===== config.mk =====
export PLATFORM = sky130hd
export DESIGN_NAME = pic_top
export DESIGN_NICKNAME = d
export VERILOG_FILES = /design/src/pic_pkg.sv /design/src/pic_resolver.sv /design/src/pic_top.sv
export SDC_FILE = /design/constraint.sdc
export NUM_CORES = 1
export LEC_CHECK = 0
export BUFFER_PORTS_ARGS = -buffer_cell sky130_fd_sc_hd__buf_2
export CAP_MARGIN = 10
export CORE_MARGIN = 5
export CORE_UTILIZATION = 45
export CTS_BUF_LIST = sky130_fd_sc_hd__clkbuf_4 sky130_fd_sc_hd__clkbuf_8 sky130_fd_sc_hd__clkbuf_16
export CTS_CLUSTER_SIZE = 12
export DETAILED_ROUTE_END_ITERATION = 10
export PLACE_DENSITY = 0.77
export SKIP_CTS_REPAIR_TIMING = 1
export SLEW_MARGIN = 20
export SYNTH_ARGS = -nofsm -noshare
export SYNTH_HDL_FRONTEND = slang
export SYNTH_SLANG_ARGS = --single-unit

===== constraint.sdc =====
create_clock -name i_clk -period 3.4 [get_ports i_clk]
set_input_delay 0.17 -clock i_clk [delete_from_list [all_inputs] [get_ports i_clk]]
set_output_delay 0.17 -clock i_clk [all_outputs]
set_load 0.02 [all_outputs]

===== src/pic_pkg.sv =====
package pic_pkg;
  // ****************************************************************
  // port addresses
  // ****************************************************************
  localparam logic [15:0] PORT_LOW = 16'h00C0;
  localparam logic [15:0] PORT_HIGH = 16'h00C2;
  localparam logic [15:0] PORT_RD_LOW = 16'h00C4;
  localparam logic [15:0] PORT_RD_HIGH = 16'h00C6;
  // ****************************************************************
  // first initialization word fields
  // ****************************************************************
  localparam int IW1_START0 = 0;
  localparam int IW1_SINGLE = 1;
  localparam int IW1_EDGE = 3;
  localparam int IW1_START4 = 4;
  // ****************************************************************
  // mode options word fields
  // ****************************************************************
  localparam int IW4_MODE16 = 0;
  localparam int IW4_AUTO_END = 1;
  localparam int IW4_MASTER = 2;
  localparam int IW4_BUFFERED = 3;
  localparam int IW4_SPECIAL_NESTED = 4;
  // ****************************************************************
  // operation word codes (upper five bits or whole byte)
  // ****************************************************************
  localparam logic [4:0] OP_ROT_SPEC_END = 5'h1C;
  localparam logic [4:0] OP_SPEC_END = 5'h0C;
  localparam logic [4:0] OP_SET_PRIO = 5'h18;
  localparam logic [7:0] OP_ROT_AUTO = 8'hA0;
  localparam logic [7:0] OP_END = 8'h20;
  localparam logic [7:0] OP_READ_REQ = 8'h0A;
  localparam logic [7:0] OP_READ_SERV = 8'h0B;
  localparam logic [7:0] RESET_MASK = 8'hFF;
  // ****************************************************************
  // init sequence states
  // ****************************************************************
  typedef enum logic [1:0] {
    PIC_READY = 2'b00,
    PIC_WAIT_VEC = 2'b01,
    PIC_WAIT_CASC = 2'b10,
    PIC_WAIT_OPT = 2'b11
  } pic_init_e;
endpackage


===== src/pic_resolver.sv =====
`timescale 1ns/1ps
`default_nettype none
// picks the highest priority set bit of a vector, starting after the bottom level
module pic_resolver #(
  parameter int N = 8
) (
  // inputs
  input wire logic [N-1:0] i_bits,
  input wire logic [2:0] i_bottom,
  // outputs
  output logic o_any,
  output logic [2:0] o_level
);
  always_comb begin
    o_any = 1'b0;
    o_level = 3'h0;
    for (int k = N; k >= 1; k--) begin
      if (i_bits[3'(32'(i_bottom) + k)]) begin
        o_any = 1'b1;
        o_level = 3'(32'(i_bottom) + k);
      end
    end
  end
endmodule
`default_nettype wire


===== src/pic_top.sv =====
`timescale 1ns/1ps
`default_nettype none
// Contract
// - bit 3 selects rising edge requests
// - bits 0 and 4 start init
// - bit 1 single, else cascade word
// - vector base bits 3-7 stored
// - low vector bits give serviced line
// - cascade word only when cascaded
// - master cascade word marks slave lines
// - slave matches identity before driving vector
// - bit 0 selects one vector mode; the code never reads bit 0, the vector is always base plus level
// - auto end of interrupt at acknowledge
// - buffered bit, master bit when buffered
// - bit 4 selects special nested
// - init word order low then high
// - command and status port addresses
// - nested priority after init
// - service bit held until end command
// - A0 selects automatic rotation
// - 20 clears highest service bit
// - specific end with rotation
// - specific end without rotation
// - set bottom priority only
module pic_top (
  // clock and reset
  input wire logic i_clk,
  input wire logic i_rst_n,
  // processor port
  input wire logic [15:0] i_addr,
  input wire logic i_wr,
  input wire logic i_rd,
  input wire logic [7:0] i_wdata,
  output logic [7:0] o_rdata,
  // interrupt pins
  input wire logic [7:0] i_req,
  input wire logic i_ack,
  output logic o_int,
  // cascade bus
  input wire logic [2:0] i_cas,
  output logic [2:0] o_cas,
  output logic o_cas_oe,
  // vector data
  output logic [7:0] o_vec,
  output logic o_vec_oe,
  output logic o_buf_en
);
  // ****************************************************************
  // state
  // ****************************************************************
  pic_pkg::pic_init_e init_st, next_init_st;
  logic [7:0] req_s1, req_s2, req_d, ack_s1, ack_s2, cas_s1, cas_s2;
  logic ack_d;
  logic edge_mode, single, auto_end, buffered, master_bit, special_nested, auto_rot, rd_serv;
  logic next_edge_mode, next_single, next_auto_end, next_buffered, next_master_bit;
  logic next_special_nested, next_auto_rot, next_rd_serv;
  logic [4:0] vec_base, next_vec_base;
  logic [7:0] casc_map, next_casc_map, mask, next_mask, pend, next_pend, serv, next_serv;
  logic [2:0] bottom, next_bottom, ack_lvl, next_ack_lvl;
  logic ack_phase, next_ack_phase;
  logic [7:0] next_rdata, next_vec;
  logic next_int, next_vec_oe, next_cas_oe, next_buf_en;
  logic [2:0] next_cas;
  logic req_any, serv_any;
  logic [2:0] req_lvl, serv_lvl;
  logic [7:0] cand;
  logic is_master;
  assign cand = pend & ~mask;
  // ****************************************************************
  // priority resolvers
  // ****************************************************************
  pic_resolver #(.N(8)) u_req (
    .i_bits(cand),
    .i_bottom(bottom),
    .o_any(req_any),
    .o_level(req_lvl)
  );
  pic_resolver #(.N(8)) u_serv (
    .i_bits(serv),
    .i_bottom(bottom),
    .o_any(serv_any),
    .o_level(serv_lvl)
  );
  // ****************************************************************
  // next state
  // ****************************************************************
  always_comb begin
    logic wr_lo;
    logic wr_hi;
    logic blocked;
    logic [7:0] lvl_bit;
    logic [7:0] lvl_ok;
    logic [7:0] seen;
    wr_lo = i_wr && (i_addr == pic_pkg::PORT_LOW);
    wr_hi = i_wr && (i_addr == pic_pkg::PORT_HIGH);
    lvl_bit = 8'h01 << i_wdata[2:0];
    seen = 8'h00;
    lvl_ok = 8'h00;
    blocked = 1'b0;
    next_init_st = init_st;
    next_edge_mode = edge_mode;
    next_single = single;
    next_auto_end = auto_end;
    next_buffered = buffered;
    next_master_bit = master_bit;
    next_special_nested = special_nested;
    next_auto_rot = auto_rot;
    next_rd_serv = rd_serv;
    next_vec_base = vec_base;
    next_casc_map = casc_map;
    next_mask = mask;
    next_serv = serv;
    next_bottom = bottom;
    next_ack_lvl = ack_lvl;
    next_ack_phase = ack_phase;
    next_cas = o_cas;
    next_cas_oe = 1'b0;
    next_vec = o_vec;
    next_vec_oe = 1'b0;
    next_buf_en = buffered;
    is_master = buffered ? master_bit : single;
    seen = edge_mode ? (req_s2 & ~req_d) : req_s2;
    next_pend = edge_mode ? (pend | seen) : (pend & req_s2) | seen;
    for (int k = 1; k <= 8; k++) begin
      if (serv[3'(32'(bottom) + k)]) begin
        if (special_nested && casc_map[3'(32'(bottom) + k)] && !single) begin
          lvl_ok[3'(32'(bottom) + k)] = ~blocked;
        end
        blocked = 1'b1;
      end else begin
        lvl_ok[3'(32'(bottom) + k)] = ~blocked;
      end
    end
    next_int = req_any && lvl_ok[req_lvl] && (init_st == pic_pkg::PIC_READY);
    // acknowledge sequence, two pulses
    if (ack_s2[0] && !ack_d) begin
      if (!ack_phase) begin
        next_ack_phase = 1'b1;
        next_ack_lvl = req_lvl;
        if (req_any) begin
          next_serv[req_lvl] = 1'b1;
          // a new edge in the acknowledge cycle is kept
          next_pend[req_lvl] = seen[req_lvl];
        end
        if (is_master && casc_map[req_lvl] && !single) begin
          next_cas = req_lvl;
          next_cas_oe = 1'b1;
        end
      end else begin
        next_ack_phase = 1'b0;
        if (auto_end) begin
          next_serv[ack_lvl] = 1'b0;
          if (auto_rot) begin
            next_bottom = ack_lvl;
          end
        end
        if ((is_master && (single || !casc_map[ack_lvl])) ||
            (!is_master && !single && cas_s2[2:0] == casc_map[2:0])) begin
          next_vec = {vec_base, ack_lvl};
          next_vec_oe = 1'b1;
        end
      end
    end
    if (ack_phase && is_master && casc_map[ack_lvl] && !single) begin
      next_cas_oe = 1'b1;
    end
    if (wr_lo && i_wdata[pic_pkg::IW1_START0] && i_wdata[pic_pkg::IW1_START4]) begin
      next_init_st = pic_pkg::PIC_WAIT_VEC;
      next_edge_mode = i_wdata[pic_pkg::IW1_EDGE];
      next_single = i_wdata[pic_pkg::IW1_SINGLE];
      next_mask = 8'h00;
      next_serv = 8'h00;
      next_pend = 8'h00;
      next_bottom = 3'h7;
      next_auto_rot = 1'b0;
      next_rd_serv = 1'b0;
      next_ack_phase = 1'b0;
    end else if (wr_lo && init_st == pic_pkg::PIC_READY) begin
      if (i_wdata == pic_pkg::OP_ROT_AUTO) begin
        next_auto_rot = 1'b1;
      end else if (i_wdata == pic_pkg::OP_END) begin
        if (serv_any) begin
          next_serv[serv_lvl] = 1'b0;
          if (auto_rot) begin
            next_bottom = serv_lvl;
          end
        end
      end else if (i_wdata[7:3] == pic_pkg::OP_ROT_SPEC_END) begin
        next_serv = next_serv & ~lvl_bit;
        next_bottom = i_wdata[2:0];
      end else if (i_wdata[7:3] == pic_pkg::OP_SPEC_END) begin
        next_serv = next_serv & ~lvl_bit;
      end else if (i_wdata[7:3] == pic_pkg::OP_SET_PRIO) begin
        next_bottom = i_wdata[2:0];
      end else if (i_wdata == pic_pkg::OP_READ_REQ) begin
        next_rd_serv = 1'b0;
      end else if (i_wdata == pic_pkg::OP_READ_SERV) begin
        next_rd_serv = 1'b1;
      end
    end else if (wr_hi) begin
      case (init_st)
        pic_pkg::PIC_WAIT_VEC: begin
          next_vec_base = i_wdata[7:3];
          next_init_st = single ? pic_pkg::PIC_WAIT_OPT : pic_pkg::PIC_WAIT_CASC;
        end
        pic_pkg::PIC_WAIT_CASC: begin
          next_casc_map = i_wdata;
          next_init_st = pic_pkg::PIC_WAIT_OPT;
        end
        pic_pkg::PIC_WAIT_OPT: begin
          next_auto_end = i_wdata[pic_pkg::IW4_AUTO_END];
          next_buffered = i_wdata[pic_pkg::IW4_BUFFERED];
          next_master_bit = i_wdata[pic_pkg::IW4_MASTER] & i_wdata[pic_pkg::IW4_BUFFERED];
          next_special_nested = i_wdata[pic_pkg::IW4_SPECIAL_NESTED];
          next_init_st = pic_pkg::PIC_READY;
        end
        default: begin
          next_mask = i_wdata;
        end
      endcase
    end
    next_rdata = 8'h00;
    if (i_rd && i_addr == pic_pkg::PORT_RD_LOW) begin
      next_rdata = rd_serv ? serv : pend;
    end else if (i_rd && i_addr == pic_pkg::PORT_RD_HIGH) begin
      next_rdata = mask;
    end
  end
  // ****************************************************************
  // registers
  // ****************************************************************
  always_ff @(posedge i_clk) begin
    req_s1 <= i_req;
    req_s2 <= req_s1;
    ack_s1 <= {7'h00, i_ack};
    ack_s2 <= ack_s1;
    cas_s1 <= {5'h00, i_cas};
    cas_s2 <= cas_s1;
    if (!i_rst_n) begin
      init_st <= pic_pkg::PIC_READY;
      req_d <= 8'h00;
      ack_d <= 1'b0;
      edge_mode <= 1'b0;
      single <= 1'b1;
      auto_end <= 1'b0;
      buffered <= 1'b0;
      master_bit <= 1'b0;
      special_nested <= 1'b0;
      auto_rot <= 1'b0;
      rd_serv <= 1'b0;
      vec_base <= 5'h00;
      casc_map <= 8'h00;
      mask <= pic_pkg::RESET_MASK;
      pend <= 8'h00;
      serv <= 8'h00;
      bottom <= 3'h7;
      ack_lvl <= 3'h0;
      ack_phase <= 1'b0;
      o_rdata <= 8'h00;
      o_int <= 1'b0;
      o_cas <= 3'h0;
      o_cas_oe <= 1'b0;
      o_vec <= 8'h00;
      o_vec_oe <= 1'b0;
      o_buf_en <= 1'b0;
    end else begin
      init_st <= next_init_st;
      req_d <= req_s2;
      ack_d <= ack_s2[0];
      edge_mode <= next_edge_mode;
      single <= next_single;
      auto_end <= next_auto_end;
      buffered <= next_buffered;
      master_bit <= next_master_bit;
      special_nested <= next_special_nested;
      auto_rot <= next_auto_rot;
      rd_serv <= next_rd_serv;
      vec_base <= next_vec_base;
      casc_map <= next_casc_map;
      mask <= next_mask;
      pend <= next_pend;
      serv <= next_serv;
      bottom <= next_bottom;
      ack_lvl <= next_ack_lvl;
      ack_phase <= next_ack_phase;
      o_rdata <= next_rdata;
      o_int <= next_int;
      o_cas <= next_cas;
      o_cas_oe <= next_cas_oe;
      o_vec <= next_vec;
      o_vec_oe <= next_vec_oe;
      o_buf_en <= next_buf_en;
    end
  end
endmodule
`default_nettype wire


---- After elaboration in Yosys (flattened, before gate mapping) ----
Index checks and enable logic that the tools add are counted.
storage, ports and cells
  register bits after elaboration ......... 110
  bits in latches ......................... 0
  bits in writable memories ............... 0
  memory bits (read-only) ................. 0
  input port bits ......................... 40
  output and inout port bits .............. 23
  word-level logic and storage cells ...... 371
  memories kept ........................... 0
cells by class
  add/sub/neg operators ................... 8
  multiply operators ...................... 0
  divide/modulo/power cells ............... 0
  $lt $le $gt $ge ......................... 22
  equality and inequality tests ........... 17
  shifts and indexed selects .............. 1
  muxes and demuxes ....................... 189
  bitwise gates (word level) .............. 31
  reduce and logical (&&, ||, !) cells .... 70
operators by type and width
  operator             count
  $mux 8               38
  $bmux 1 s3           28
  $mux 3               28
  $mux 1               75
  $bwmux 8             8
  $eq 16x8->1 const B  4
  $and 8x8->8          6
  $logic_and 1x1->1    45
  $lt 3x4->1 const B   11
  $not 8->8            5
  $demux 1 s3          11
  $ge 3x1->1 const B   11
  $or 8x8->8           3
  $reduce_and 3->1     6
  $eq 8x4->1 const B   2
  $not 1->1            16
  $add 3x3->3 const B  4
  $reduce_and 4->1     3
  $eq 5x5->1 const B   2
  $eq 8x6->1 const B   1
  $eq 8x8->1 const B   1
  $shl 1x3->8 const A  1
  $reduce_and 7->1     1
  $add 3x1->3 const B  2
  other kinds (18)     26

---- Depth between registers and ports, before layout ----
Gate-level depths: netlist (run 1).
  depth in word-level cells ............... 32
  depth in mapped cells ................... 17

---- By module ----
From an unflattened synthesis (run 1), not the netlist that was laid out.
unflattened totals
  cells, all modules ...................... 890
  area, all modules ....................... 7,825.0 um^2
modules (own cells, without submodules)
  module        times used  cells an instance  area an instance (um^2)
  pic_top       1           736                6,476.2
  pic_resolver  2           77                 674.4

---- Worst setup path after synthesis (run 1) ----
No wires, ideal clock.
  kind .................................... flip-flop to flip-flop
  from .................................... register bottom[1]
  to ...................................... register bottom[1]
  library setup time ...................... 0.134 ns
  arrival time ............................ 3.649 ns
  required time ........................... 3.266 ns
  slack ................................... -0.384 ns
  stages on the path, launching flop included .. 14
  path buffers ............................ 2
  period minus slack after synthesis ...... 3.784 ns
  cell sequence ........................... dfxtp_1 -> buf_4 -> clkinv_1 -> ha_1 -> clkbuf_1 -> mux4_2 -> mux2i_1 -> nand4_1 -> nor2_2 -> nand2_1 -> o21ai_1 -> a21oi_1 -> a2111oi_0 -> a31oi_1
on the way
  cells in the longest elaborated chain, start to end .. 16
ends and longest elaborated chain
  what                          RTL line                                source
  start: declaration            pic_top.sv:59                           logic [2:0] bottom, next_bottom, ack_lvl, next_ack_lvl;
  start signal: assignment      pic_top.sv:283                          bottom <= next_bottom;
  $add 3x1->3                   pic_resolver.sv:18, pic_resolver.sv:20
  $bmux 1 s3                    pic_resolver.sv:18                      if (i_bits[3'(32'(i_bottom) + k)]) begin
  $mux 1 (not written as such)  pic_resolver.sv:18
  $mux 3 (8 in series)          pic_resolver.sv:18
  $mux 3                        pic_top.sv:184                          if (auto_rot) begin
  $mux 3                        pic_top.sv:182                          if (serv_any) begin
  $mux 3                        pic_top.sv:181                          end else if (i_wdata == pic_pkg::OP_END) begin
  $mux 3                        pic_top.sv:179                          if (i_wdata == pic_pkg::OP_ROT_AUTO) begin
  $mux 3 (*)                    pic_top.sv:178                          end else if (wr_lo && init_st == pic_pkg::PIC_READY) begin
Mark *: on every way between the ends. The rest lies on a longest branch, timed or not. The select of a mux whose other input is x is not followed.
A chain may end at the register's enable or synchronous reset.

---- Final worst setup path (run 1) ----
  from .................................... register bottom[1]
  to ...................................... register serv[2]
on the way
  cells in the longest elaborated chain, start to end .. 25
ends and longest elaborated chain
  what                                                                   RTL line                                source
  $add 3x1->3                                                            pic_resolver.sv:18, pic_resolver.sv:20
  $bmux 1 s3                                                             pic_resolver.sv:18
  $mux 1 (not written as such)                                           pic_resolver.sv:18
  $mux 3 (8 in series)                                                   pic_resolver.sv:18
  $lt 3x4->1 (not written as such) / $ge 3x1->1 (equally long branches)  pic_top.sv:141                          next_serv[req_lvl] = 1'b1;
  $logic_and 1x1->1 (not written as such)                                pic_top.sv:141
  $mux 1 (not written as such)                                           pic_top.sv:141
  $demux 1 s3                                                            pic_top.sv:141
  (+2 left out)                                                          n/a
  $mux 8                                                                 pic_top.sv:137                          if (!ack_phase) begin
  $mux 8                                                                 pic_top.sv:136                          if (ack_s2[0] && !ack_d) begin
  $and 8x8->8                                                            pic_top.sv:189, pic_top.sv:192
  $mux 8                                                                 pic_top.sv:191                          end else if (i_wdata[7:3] == pic_pkg::OP_SPEC_END) begin
  $mux 8                                                                 pic_top.sv:188                          end else if (i_wdata[7:3] == pic_pkg::OP_ROT_SPEC_END) begin
  $mux 8                                                                 pic_top.sv:181
  $mux 8                                                                 pic_top.sv:179
  $mux 8 (*)                                                             pic_top.sv:178
  end signal: assignment                                                 pic_top.sv:282                          serv <= next_serv;
  end: declaration                                                       pic_top.sv:58                           logic [7:0] casc_map, next_casc_map, mask, next_mask, pend, next_pend, serv, next_serv;
Marks and branches as above.

==> summary.md, run 1 <==
| Metric | Value |
|---|---|
| Clk_lat worst skew | 0.35 ns |
| Vias after detailed routing | 7133 |
| First-pass GRT wire length | 35400 µm |
| Met2 wirelength from detailed routing | 10700 µm |
| Top Ports | 63 |
| Ant. Diodes | 0 |
| Final cycle utilization of the critical path | 0.963 |
| Worst hold margin | 0.156 ns |
| Max layer used | met4 |
| Async SR Flop Fraction | 0 |
| Number of distinct library cell variants in the gate-level netlist after synthesis | 84 |
| Required arrival time at the worst endpoint | 3.67 ns |
| Achievable clock frequency | 306 MHz |
| Count of routing violations after the opening detailed-route iteration | 786 |
| Slowest Stage Delay on Critical Path | 0.60 ns |
| Antenna violations before repair | 0 |
| Register bit total from synthesis | 110 |
| Setup CP Type | register to register |
| HPWL after DPL | 16800 µm |
| Gate count after technology mapping | 830 |
| Status | finished clean |
| Routed met3 length | 1650 µm |
| M1 wire length | 9350 µm |
| Mapped Nets | 881 |
| Post-layout min period | 3.27 ns |
| Highest-delay cell along the critical path | sky130_fd_sc_hd__mux4_2 |
| Total of buffers placed on input and output ports | 62 |
| Top FF cell, synth | sky130_fd_sc_hd__dfxtp_1 |
| Overall power | 2.47 mW |
| Area share of the leading cell type in the synthesized netlist | 0.301 |
| Pin count of the biggest net entering global routing | 40 |
| Die height | 138 µm |
| Kind of path behind the tightest hold check | primary input to register |
| Type of origin of the critical path | register |
| Transition time of the tightest slew-check pin | 0.627 ns |
| Top cells by area in the synthesized netlist | sky130_fd_sc_hd__dfxtp_1 30%, sky130_fd_sc_hd__mux2i_1 9.7%, sky130_fd_sc_hd__mux4_2 8.3% |
| Root buffer selected by CTS | sky130_fd_sc_hd__clkbuf_16 |
| Final count of pins violating max slew | 0 |
| Number of placement rows | 46 |
| Average via count per standard cell | 6.09 |
| Warnings from Yosys | 0 |
| Clock tree from TritonCTS | yes |
| Fillcell total | 1400 |
| Most common library cell in the layout ignoring fill and taps | sky130_fd_sc_hd__dfxtp_1 |
| Peak supply drop | 387 µV |
| Floorplan die area | 18900 µm² |
| Area of the multi-input gates | 4930 µm² |
| Avg Synthesized Cell Area | 8.83 µm² |
| H-tree level count | 3 |
| CTS clk-pin slew, worst paths | 0.07 ns |
| Data arrival time of the worst path | 3.54 ns |
| Overall Global Routing Usage | 0.234 |
| Post-Route Setup TNS | 0 ns |
| Final RePlAce weighted congestion | 0.990 |
| Die width | 138 µm |
| Number of enable flip-flop cells after synthesis | 0 |
| Largest fanout on the critical path | 7 |
| Total wire length | 22400 µm |
| Critical path, cell by cell | clkinv_4 -> ha_2 -> buf_12 -> mux4_2 -> a21boi_0 -> o21ai_1 -> buf_4 -> nor2_4 -> or2_4 -> or2_1 -> a221o_1 -> a31oi_1 |
| Average wire per standard cell | 19.1 µm |
| Post-synth design cell area | 7330 µm² |
| Final count of hold timing violations | 0 |
| Layout Area Growth over Synthesis | 21.5% |
| Power Dens Cells | 278 nW/µm² |
| Number of clock sinks seen by CTS | 110 |
| Leak | 3.55 nW |
| Maximum buffer depth of the clock tree | 2 |
| Setup violators final | 0 |
| Final Net Count | 1002 |
| Initial Util | 0.460 |
| Post-synth top area cell | sky130_fd_sc_hd__dfxtp_1 |
| Proportion of layout cells with a drive suffix above 1 | 0.262 |
| Portion of the post-synthesis area used by sequential elements | 0.301 |
| Max-cap viol count | 0 |
| Total global routing overflow | 0 |
| Leading cell types in the layout, fill and taps excluded | 107 x sky130_fd_sc_hd__dfxtp_1, 82 x sky130_fd_sc_hd__nand2_1, 80 x sky130_fd_sc_hd__buf_4 |
| Worst rel slew slack | 0.582 |
| Remaining DRCs | 0 |
| Core area | 15900 µm² |
| Worst-case clock skew | 0.00958 ns |
| Critical path endpoint category | register |
| Length of the first detailed-routing pass in iterations | 8 |
| Cts bufs inserted | 9 |
| Remaining number of nets flagged by the antenna check after routing | 0 |
| Reg area | 2210 µm² |
| Number of global-route vias before repair | 6722 |
## path summary, 6_finish.rpt
kind / cells past startpoint / endpoint / slack (ns) / startpoint
setup / recovery: 12 / serv[2] / 0.13 / bottom[1]
hold / removal: 2 / single / 0.16 / i_rst_n
setup reg to reg: 12 / serv[2] / 0.13 / bottom[1]
hold reg to reg: 0 / req_s2[1] / 0.33 / req_s1[1]
## layout make-up
cell class,count,share of cell area
Clock buffer,10,0.0261
Clock inverter,6,0.00618
Inverter,21,0.00998
Multi-Input combinational cell,649,0.554
Sequential cell,110,0.248
Tap cell,216,0.0304
Timing Repair Buffer,160,0.126
## sequential cells by signal (all words and copies together), names as in the netlist, 8 cells and up
register  flops
casc_map      8
mask          8
o_rdata       8
o_vec         8
pend          8
req_d         8
req_s1        8
req_s2        8
serv          8
## Yosys cell counts (3+ instances only)
| master | number |
|---|---|
| sky130_fd_sc_hd__nor3b_1 | 5 |
| sky130_fd_sc_hd__buf_2 | 6 |
| sky130_fd_sc_hd__a22o_1 | 4 |
| sky130_fd_sc_hd__a211oi_1 | 15 |
| sky130_fd_sc_hd__nor3_1 | 15 |
| sky130_fd_sc_hd__ha_1 | 11 |
| sky130_fd_sc_hd__nand2_1 | 83 |
| sky130_fd_sc_hd__o221a_2 | 3 |
| sky130_fd_sc_hd__buf_6 | 3 |
| sky130_fd_sc_hd__mux2_1 | 4 |
| sky130_fd_sc_hd__and3b_1 | 3 |
| sky130_fd_sc_hd__o21ai_1 | 4 |
| sky130_fd_sc_hd__mux4_2 | 27 |
| sky130_fd_sc_hd__a21oi_1 | 32 |
| sky130_fd_sc_hd__nand4_1 | 8 |
| sky130_fd_sc_hd__a211o_1 | 3 |
| sky130_fd_sc_hd__a31oi_1 | 12 |
| sky130_fd_sc_hd__nand3b_1 | 5 |
| sky130_fd_sc_hd__mux2_2 | 11 |
| sky130_fd_sc_hd__a22oi_1 | 9 |
| sky130_fd_sc_hd__o31ai_1 | 3 |
| sky130_fd_sc_hd__a221oi_1 | 4 |
| sky130_fd_sc_hd__or2_1 | 6 |
| sky130_fd_sc_hd__o211ai_1 | 6 |
| sky130_fd_sc_hd__clkbuf_1 | 34 |
| sky130_fd_sc_hd__o22ai_1 | 4 |
| sky130_fd_sc_hd__a21boi_0 | 23 |
| sky130_fd_sc_hd__inv_1 | 17 |
| sky130_fd_sc_hd__a211oi_2 | 4 |
| sky130_fd_sc_hd__xor2_1 | 4 |
| sky130_fd_sc_hd__dfxtp_1 | 110 |
| sky130_fd_sc_hd__a221o_1 | 4 |
| sky130_fd_sc_hd__nand3_1 | 26 |
| sky130_fd_sc_hd__buf_1 | 5 |
| sky130_fd_sc_hd__mux2i_1 | 71 |
| sky130_fd_sc_hd__nand2b_1 | 18 |
| sky130_fd_sc_hd__nor2b_1 | 26 |
| sky130_fd_sc_hd__and2_1 | 20 |
| sky130_fd_sc_hd__o221ai_1 | 10 |
| sky130_fd_sc_hd__o21ai_0 | 41 |
| sky130_fd_sc_hd__and3_1 | 6 |
| sky130_fd_sc_hd__o21a_1 | 10 |
| sky130_fd_sc_hd__nor2_1 | 62 |
## through the flow
step | setup slack [ns] | area [µm²] | instances | util
3_3_place_gp | 0.104 | 8370 | 1141 | 0.525
2_1_floorplan | 0.00136 | 7370 | 830 | -
4_1_cts | -0.0445 | 8660 | 1157 | 0.543
5_1_grt | -0.0224 | 8900 | 1172 | 0.558
6_report | 0.127 | 8900 | 1172 | 0.558
3_5_place_dp | -0.0143 | 8370 | 1141 | 0.525
## kinds of logic after synthesis
kind of cell               synth area share
and+or+nand+nor                       0.210
muxes                                 0.205
xor gates and xnor gates            0.00939
buffers and inverters                0.0418
adders and majority gates            0.0188
AOI/OAI and AO/OA                     0.215
DFF                                   0.301
## report_power, final
part / switching [mW] / internal [mW]
Sequential: 0.0199 / 1.32
Combinational: 0.0675 / 0.0632
Clock: 0.488 / 0.519
## layer usage
metal,global-route usage,vias to the layer above
li1,-,3317
met1,0.315,3398
met2,0.382,355
met3,0.0336,63
met4,0.0831,0
met5,0,-
## critical path: cells and delay by family, from the launching register on
kind / cells / cell delay, ns
AO/OA/AOI/OAI: 4 / 0.85
adder cells (fa/ha/maj): 1 / 0.37
buffers and inverters: 3 / 0.40
flip-flops: 1 / 0.38
multiplexers: 1 / 0.60
AND/OR/NAND/NOR: 3 / 0.60
Note: power is estimated with default switching activity, not from simulation.
==> run 2, diff against run 1 <==
Settings changed: ABC_AREA set to 1.
==> run 2 against run 1 <==
  * Clock skew barely moved
  * Largest cell class unchanged
  * Global-route usage is 0.65 points higher
  * Sequential power hardly changed
  * Critical path type unchanged
  * Setup slack improved by 0.15 ns
  * Clock power is essentially flat
  * Sequential share of layout area is 1.5 points higher
  * Worst hold slack worse by 0.015 ns
  * Cell count is 29% higher
  * Via count grew 16%
==> summary.md, run 2 <==
| Metric | Value |
|---|---|
| Status | finished clean |
| Count of routing violations after the opening detailed-route iteration | 782 (-0.51%) |
| First-pass GRT wire length | 38500 µm (+8.8%) |
| Final RePlAce weighted congestion | 0.990 (about the same) |
| Die height | 139 µm (+0.83%) |
| Worst hold margin | 0.141 ns (-0.0149 ns) |
| Top FF cell, synth | sky130_fd_sc_hd__dfxtp_1 |
| Leading cell types in the layout, fill and taps excluded | 329 x sky130_fd_sc_hd__nand2_1, 148 x sky130_fd_sc_hd__inv_1, 130 x sky130_fd_sc_hd__nor2_1 |
| Overall Global Routing Usage | 0.240 (+0.00646) |
| Clk_lat worst skew | 0.35 ns (about the same) |
| Number of placement rows | 47 (+2.2%) |
| Setup violators final | 0 (unchanged) |
| Fillcell total | 1658 (+18%) |
| Initial Util | 0.455 (-0.00500) |
| Kind of path behind the tightest hold check | primary input to register |
| Top Family by Delay on Critical Path | simple AND/OR/NAND/NOR gates |
| Largest fanout on the critical path | 22 (+15) |
| Total of buffers placed on input and output ports | 62 (unchanged) |
| Combinational cell fraction of total power | 0.062 (+0.009) |
| Core area | 16400 µm² (+2.9%) |
| Startpoint of the most critical setup path | bottom[0] |
| Ant. Diodes | 0 (unchanged) |
| Worst rel slew slack | 0.556 (-0.0260) |
| Number of global-route vias before repair | 7689 (+14%) |
| CTS clk-pin slew, worst paths | 0.08 ns (about the same) |
| Critical path, cell by cell | inv_4 -> ha_1 -> buf_4 -> nand2_1 -> nand3_1 -> nand2_1 -> o21ai_0 -> a21oi_1 -> o21ai_0 -> nand3_1 -> nor3_1 -> nor3_1 |
| Post-synth top area cell | sky130_fd_sc_hd__dfxtp_1 |
| RSZ-0062 raised after global routing | no |
| H-tree level count | 3 (unchanged) |
| Root buffer selected by CTS | sky130_fd_sc_hd__clkbuf_16 |
| Data arrival time of the worst path | 3.36 ns (-0.18 ns) |
| Final cycle utilization of the critical path | 0.917 (-0.0451) |
| Top Ports | 63 (unchanged) |
| Cts bufs inserted | 9 (unchanged) |
| List of most frequent post-synthesis cells | 329 x sky130_fd_sc_hd__nand2_1, 148 x sky130_fd_sc_hd__inv_1, 130 x sky130_fd_sc_hd__nor2_1 |
| Peak supply drop | 469 µV (+21%) |
| Async SR Flop Fraction | 0 (unchanged) |
| Average via count per standard cell | 5.50 (-9.6%) |
| Total global routing overflow | 0 (unchanged) |
| Critical hold path startpoint | i_wr |
| Power Dens Cells | 301 nW/µm² (+8.4%) |
| Internal Pwr Total | 1.90 mW (about the same) |
| Avg Synthesized Cell Area | 6.11 µm² (-31%) |
| Clock tree from TritonCTS | yes |
| Worst-case clock skew | 0.00991 ns (+0.000332 ns) |
| Maximum buffer depth of the clock tree | 2 (unchanged) |
| Final count of hold timing violations | 0 (unchanged) |
| Combined buffer and inverter count along the critical path | 2 (-1) |
| Pin count of the biggest net entering global routing | 44 (+10%) |
| Antenna violations before repair | 0 (unchanged) |
| Mapped Nets | 1272 (+44%) |
| Sw Ratio | 0.247 (+0.0143) |
| Total wire length | 23900 µm (+6.9%) |
| Proportion of layout cells with a drive suffix above 1 | 0.116 (-0.145) |
| Gate count after technology mapping | 1221 (+47%) |
| Number of enable flip-flop cells after synthesis | 0 (unchanged) |
| HPWL after DPL | 18600 µm (+11%) |
| Source of the worst register-to-register timing path | bottom[0] |
| Remaining number of nets flagged by the antenna check after routing | 0 (unchanged) |
| Top cells by area in the synthesized netlist | sky130_fd_sc_hd__dfxtp_1 30%, sky130_fd_sc_hd__nand2_1 17%, sky130_fd_sc_hd__inv_1 7.4% |
| Warnings from Yosys | 0 (unchanged) |
| Required arrival time at the worst endpoint | 3.65 ns (-0.02 ns) |
| Final count of pins violating max slew | 0 (unchanged) |
| Leak | 4.08 nW (+15%) |
| Highest-delay cell along the critical path | sky130_fd_sc_hd__o21ai_0 |
| Proportion of power drawn by the clock network | 0.406 (about the same) |
| Floorplan die area | 19200 µm² (+1.7%) |
| Die width | 139 µm (+0.83%) |
| Max-cap viol count | 0 (unchanged) |
| Post-synth design cell area | 7460 µm² (+1.8%) |
| Portion of the post-synthesis area used by sequential elements | 0.295 (-0.00529) |
| Most frequent cell after synthesis | sky130_fd_sc_hd__nand2_1 |
| Remaining DRCs | 0 (unchanged) |
| Area share of the leading cell type in the synthesized netlist | 0.295 (-0.00529) |
| Transition time of the tightest slew-check pin | 0.663 ns (+0.0366 ns) |
| Psw | 0.623 mW (+8.2%) |
| Achievable clock frequency | 321 MHz (+4.9%) |
| Vias after detailed routing | 8304 (+16%) |
| Length of the first detailed-routing pass in iterations | 5 (-3) |
| Slowest Stage Delay on Critical Path | 0.39 ns (-0.21 ns) |
| Layout Area Growth over Synthesis | 12.2% |
| Critical path endpoint category | register |
| Number of distinct library cell variants in the gate-level netlist after synthesis | 44 (-48%) |
| Number of clock sinks seen by CTS | 110 (unchanged) |
| Post-Route Setup TNS | 0 ns (unchanged) |
| Post-layout min period | 3.12 ns (-0.153 ns) |
| Register bit total from synthesis | 110 (unchanged) |
| Setup CP Type | register to register |
| Type of origin of the critical path | register |
| Average wire per standard cell | 15.8 µm (-17%) |
| Final Net Count | 1335 (+33%) |
| Most common library cell in the layout ignoring fill and taps | sky130_fd_sc_hd__nand2_1 |
| Register share of total power | 0.532 (-0.008) |
==> run 2: path summary, 6_finish.rpt <==
path	end	slack, ns	cells after the start
setup reg to reg	serv[6]	0.28	12
hold reg to reg	req_s2[7]	0.32	0
hold / removal	casc_map[4]	0.14	3
setup / recovery	serv[6]	0.28	12
==> run 2: cell type report <==
type                       instances  area (µm²)  share of cell area
timing repair buffer              92         566              0.0676
sequential                       110        2200               0.263
clock buffer                      10         233              0.0278
tap                              220         275              0.0329
clock inverter                     6        52.6             0.00628
multi-input combinational        909        4430               0.529
inverter                         162         613              0.0732
==> run 2: worst min-delay path, stage by stage <==
cell,delay [ns]
sky130_fd_sc_hd__buf_2,0.12
sky130_fd_sc_hd__nand4_1,0.10
sky130_fd_sc_hd__a21oi_1,0.06
==> run 2: kinds of logic after synthesis <==
group / after synthesis / share of synthesized area
mux: 9 / 0.0121
simple gates: 662 / 0.396
fa+ha+maj: 11 / 0.0185
flops: 110 / 0.295
xor+xnor: 1 / 0.00117
compound gates: 226 / 0.166
buf+inv: 202 / 0.111
==> run 2: layer usage <==
layer	vias to the layer above	global-route usage	wire, µm
met5	-	0	0
met4	0	0.112	1070
met3	85	0.0372	1840
met2	403	0.402	11100
met1	3705	0.305	9910
li1	4111	-	-
==> run 2: stage by stage <==
| stage | setup slack, ns | total power, mW | instance area (µm²) | util | std cells |
|---|---|---|---|---|---|
| floorplan | 0.370 | 1.45 | 7460 | - | 1221 |
| global route | 0.0858 | 2.60 | 8370 | 0.510 | 1509 |
| CTS | 0.390 | 2.51 | 8250 | 0.503 | 1497 |
| detailed placement | 0.406 | 1.51 | 7970 | 0.486 | 1481 |
| finish | 0.281 | 2.52 | 8370 | 0.510 | 1509 |
| global placement | 0.424 | 1.51 | 7970 | 0.486 | 1481 |
==> run 2: power groups by stage <==
| stage | Clock (mW) | Sequential (mW) | Combinational (mW) |
|---|---|---|---|
| 2_1_floorplan | 0 | 1.37 | 0.0767 |
| 3_3_place_gp | 0 | 1.37 | 0.140 |
| 3_5_place_dp | 0 | 1.37 | 0.143 |
| 4_1_cts | 1.03 | 1.34 | 0.144 |
| 5_1_grt | 1.09 | 1.34 | 0.175 |
| 6_report | 1.02 | 1.34 | 0.156 |
==> run 3, diff against run 2 <==
Settings changed: BUFFER_PORTS_ARGS -buffer_cell sky130_fd_sc_hd__buf_2 to -buffer_cell sky130_fd_sc_hd__clkbuf_2.
==> run 3 against run 2 <==
  * Via count is 0.42% lower
  * Sequential share of layout area unchanged
  * Utilization did not move
  * Sequential power hardly changed
  * Flip-flop and latch count did not move
  * Design area unchanged
  * Clock power is 6% higher
  * Global-route usage increased by 0.30 points
  * Setup slack better by 0.018 ns
  * Combinational power is essentially flat
  * Count of clock-buffer cells in the layout fell by 1
  * Critical path type unchanged
  * Highest routed layer unchanged
==> summary.md, run 3 (synthesis results as in run 2) <==
| Metric | Value |
|---|---|
| Status | finished clean |
| Psw | 0.669 mW (+7.5%) |
| Number of clock sinks seen by CTS | 110 (unchanged) |
| Pin count of the biggest net entering global routing | 45 (+2.3%) |
| Proportion of layout cells with a drive suffix above 1 | 0.114 (-0.00206) |
| Antenna violations before repair | 0 (unchanged) |
| Routed met3 length | 1590 µm (-13%) |
| Count of routing violations after the opening detailed-route iteration | 995 (+27%) |
| Number of placement rows | 47 (unchanged) |
| Register share of total power | 0.520 (-0.012) |
| Leading cell types in the layout, fill and taps excluded | 329 x sky130_fd_sc_hd__nand2_1, 148 x sky130_fd_sc_hd__inv_1, 130 x sky130_fd_sc_hd__nor2_1 |
| Placement Setup Slack | 0.398 ns (-0.00887 ns) |
| Power Dens Cells | 308 nW/µm² (+2.3%) |
| Data arrival time of the worst path | 3.36 ns (about the same) |
| Critical path endpoint category | register |
| Most common library cell in the layout ignoring fill and taps | sky130_fd_sc_hd__nand2_1 |
| Setup CP Type | register to register |
| Clock tree from TritonCTS | yes |
| Area of the multi-input gates | 4430 µm² (unchanged) |
| Peak supply drop | 477 µV (+1.7%) |
| Final count of hold timing violations | 0 (unchanged) |
| Achievable clock frequency | 322 MHz (+0.56%) |
| Critical hold path startpoint | i_wr |
| Source of the worst register-to-register timing path | bottom[0] |
| Required arrival time at the worst endpoint | 3.66 ns (about the same) |
| Worst-case clock skew | 0.00960 ns (-0.000315 ns) |
| Floorplan die area | 19200 µm² (unchanged) |
| Combined buffer and inverter count along the critical path | 2 (unchanged) |
| Final count of pins violating max slew | 0 (unchanged) |
| HPWL after DPL | 18900 µm (+1.1%) |
| Clk_lat worst skew | 0.36 ns (about the same) |
| Met2 wirelength from detailed routing | 11400 µm (+3.0%) |
| Worst path setup slack after routing | 0.298 ns (+0.0175 ns) |
| CTS clk-pin slew, worst paths | 0.08 ns (about the same) |
| Proportion of power drawn by the clock network | 0.420 (+0.014) |
| Sw Ratio | 0.260 (+0.0124) |
| Final RePlAce weighted congestion | 1.00 (+1.3%) |
| Remaining DRCs | 0 (unchanged) |
| Worst path most repeated cell | sky130_fd_sc_hd__nand2_1 |
| Average via count per standard cell | 5.49 (-0.22%) |
| Cts bufs inserted | 9 (unchanged) |
| Combinational cell fraction of total power | 0.060 (-0.002) |
| Post-layout min period | 3.10 ns (-0.0175 ns) |
| Remaining number of nets flagged by the antenna check after routing | 0 (unchanged) |
| Internal Pwr Total | 1.91 mW (+0.64%) |
| Maximum buffer depth of the clock tree | 2 (unchanged) |
| Top Family by Delay on Critical Path | simple AND/OR/NAND/NOR gates |
| M1 wire length | 10100 µm (+1.4%) |
| Root buffer selected by CTS | sky130_fd_sc_hd__clkbuf_16 |
| Length of the first detailed-routing pass in iterations | 6 (+1) |
| Overall Global Routing Usage | 0.243 (+0.00296) |
| Setup violators final | 0 (unchanged) |
| Type of origin of the critical path | register |
| Top Ports | 63 (unchanged) |
| Worst rel slew slack | 0.500 (-0.0566) |
| Total global routing overflow | 0 (unchanged) |
| Core area | 16400 µm² (unchanged) |
| Final Net Count | 1332 (-0.22%) |
| H-tree level count | 3 (unchanged) |
| Largest fanout on the critical path | 32 (+45%) |
| Post-Route Setup TNS | 0 ns (unchanged) |
| Slowest Stage Delay on Critical Path | 0.38 ns (about the same) |
| Number of global-route vias before repair | 7750 (+0.79%) |
| Ant. Diodes | 0 (unchanged) |
| Final cycle utilization of the critical path | 0.912 (-0.00515) |
| First-pass GRT wire length | 39000 µm (+1.3%) |
| Total wire length | 24100 µm (+0.97%) |
| RSZ-0062 raised after global routing | no |
| Layout Area Growth over Synthesis | 12.2% (unchanged) |
| Average wire per standard cell | 16.0 µm (+1.2%) |
| Die height | 139 µm (unchanged) |
| Critical path, cell by cell | inv_4 -> buf_4 -> nand2_1 -> o21ai_1 -> nand2_1 -> nand3_1 -> nand2_2 -> nand2_1 -> nand2_1 -> o21ai_1 -> nand2_1 -> nand2_1 -> nand2_1 -> nand2_1 -> nand2_1 -> nand2_1 -> nand2_1 -> nand2_1 -> nand2_1 -> nand2_1 -> nor2_1 |
| Vias after detailed routing | 8269 (-0.42%) |
| Startpoint of the most critical setup path | bottom[0] |
| Die width | 139 µm (unchanged) |
| Max layer used | met4 |
| Kind of path behind the tightest hold check | primary input to register |
| Reg area | 2200 µm² (unchanged) |
| Transition time of the tightest slew-check pin | 0.748 ns (+0.0846 ns) |
| Max-cap viol count | 0 (unchanged) |
| Initial Util | 0.455 (unchanged) |
| Fillcell total | 1680 (+1.3%) |
| Leak | 4.06 nW (-0.47%) |
| Total of buffers placed on input and output ports | 62 (unchanged) |
| Highest-delay cell along the critical path | sky130_fd_sc_hd__dfxtp_2 |
## run 3: power by group through the flow
stage	sequential (mW)	combinational, mW	clock, mW
after global routing	1.34	0.173	1.14
after floorplan	1.37	0.0767	0
final	1.34	0.155	1.08
after CTS	1.34	0.142	1.08
after detailed placement	1.37	0.140	0
after global placement	1.37	0.138	0
## run 3: per-stage QoR
step | power [mW] | cells | hold WS, ns | util | instance area (µm²)
after detailed placement | 1.51 | 1478 | 0.274 | 0.484 | 7940
after floorplan | 1.45 | 1221 | 0.198 | - | 7460
after global placement | 1.51 | 1478 | 0.272 | 0.484 | 7940
after CTS | 2.56 | 1494 | -0.0925 | 0.503 | 8250
after global routing | 2.65 | 1506 | 0.156 | 0.510 | 8370
final | 2.58 | 1506 | 0.134 | 0.510 | 8370
## run 3: worst paths after layout
kind	endpoint	slack, ns	cells after the start
max	o_int	0.30	21
max reg2reg	o_int	0.30	21
min	vec_base[1]	0.13	3
min reg2reg	cas_s2[1]	0.33	0
## run 3: per-layer routing
layer	vias to the layer above	GRT usage
met5	-	0
met4	0	0.112
met3	78	0.0245
met2	364	0.415
met1	3721	0.311
li1	4106	-
## run 3: layout make-up
type,count,share of cell area
inverters,162,0.0732
flip-flops and latches,110,0.263
multi-input cells,909,0.529
clock buffers,9,0.0269
repair buffers,89,0.0649
clock inverters,7,0.00986
well taps,220,0.0329
## run 3: worst reg2reg max path, stage by stage (launching register included)
cell	delay, ns
sky130_fd_sc_hd__dfxtp_2	0.38
sky130_fd_sc_hd__inv_4	0.06
sky130_fd_sc_hd__buf_4	0.33
sky130_fd_sc_hd__nand2_1	0.10
sky130_fd_sc_hd__o21ai_1	0.15
sky130_fd_sc_hd__nand2_1	0.11
sky130_fd_sc_hd__nand3_1	0.15
sky130_fd_sc_hd__nand2_2	0.16
sky130_fd_sc_hd__nand2_1	0.36
sky130_fd_sc_hd__nand2_1	0.20
sky130_fd_sc_hd__o21ai_1	0.26
sky130_fd_sc_hd__nand2_1	0.08
sky130_fd_sc_hd__nand2_1	0.09
sky130_fd_sc_hd__nand2_1	0.06
sky130_fd_sc_hd__nand2_1	0.09
sky130_fd_sc_hd__nand2_1	0.06
sky130_fd_sc_hd__nand2_1	0.09
sky130_fd_sc_hd__nand2_1	0.05
sky130_fd_sc_hd__nand2_1	0.07
sky130_fd_sc_hd__nand2_1	0.05
sky130_fd_sc_hd__nand2_1	0.05
sky130_fd_sc_hd__nor2_1	0.04
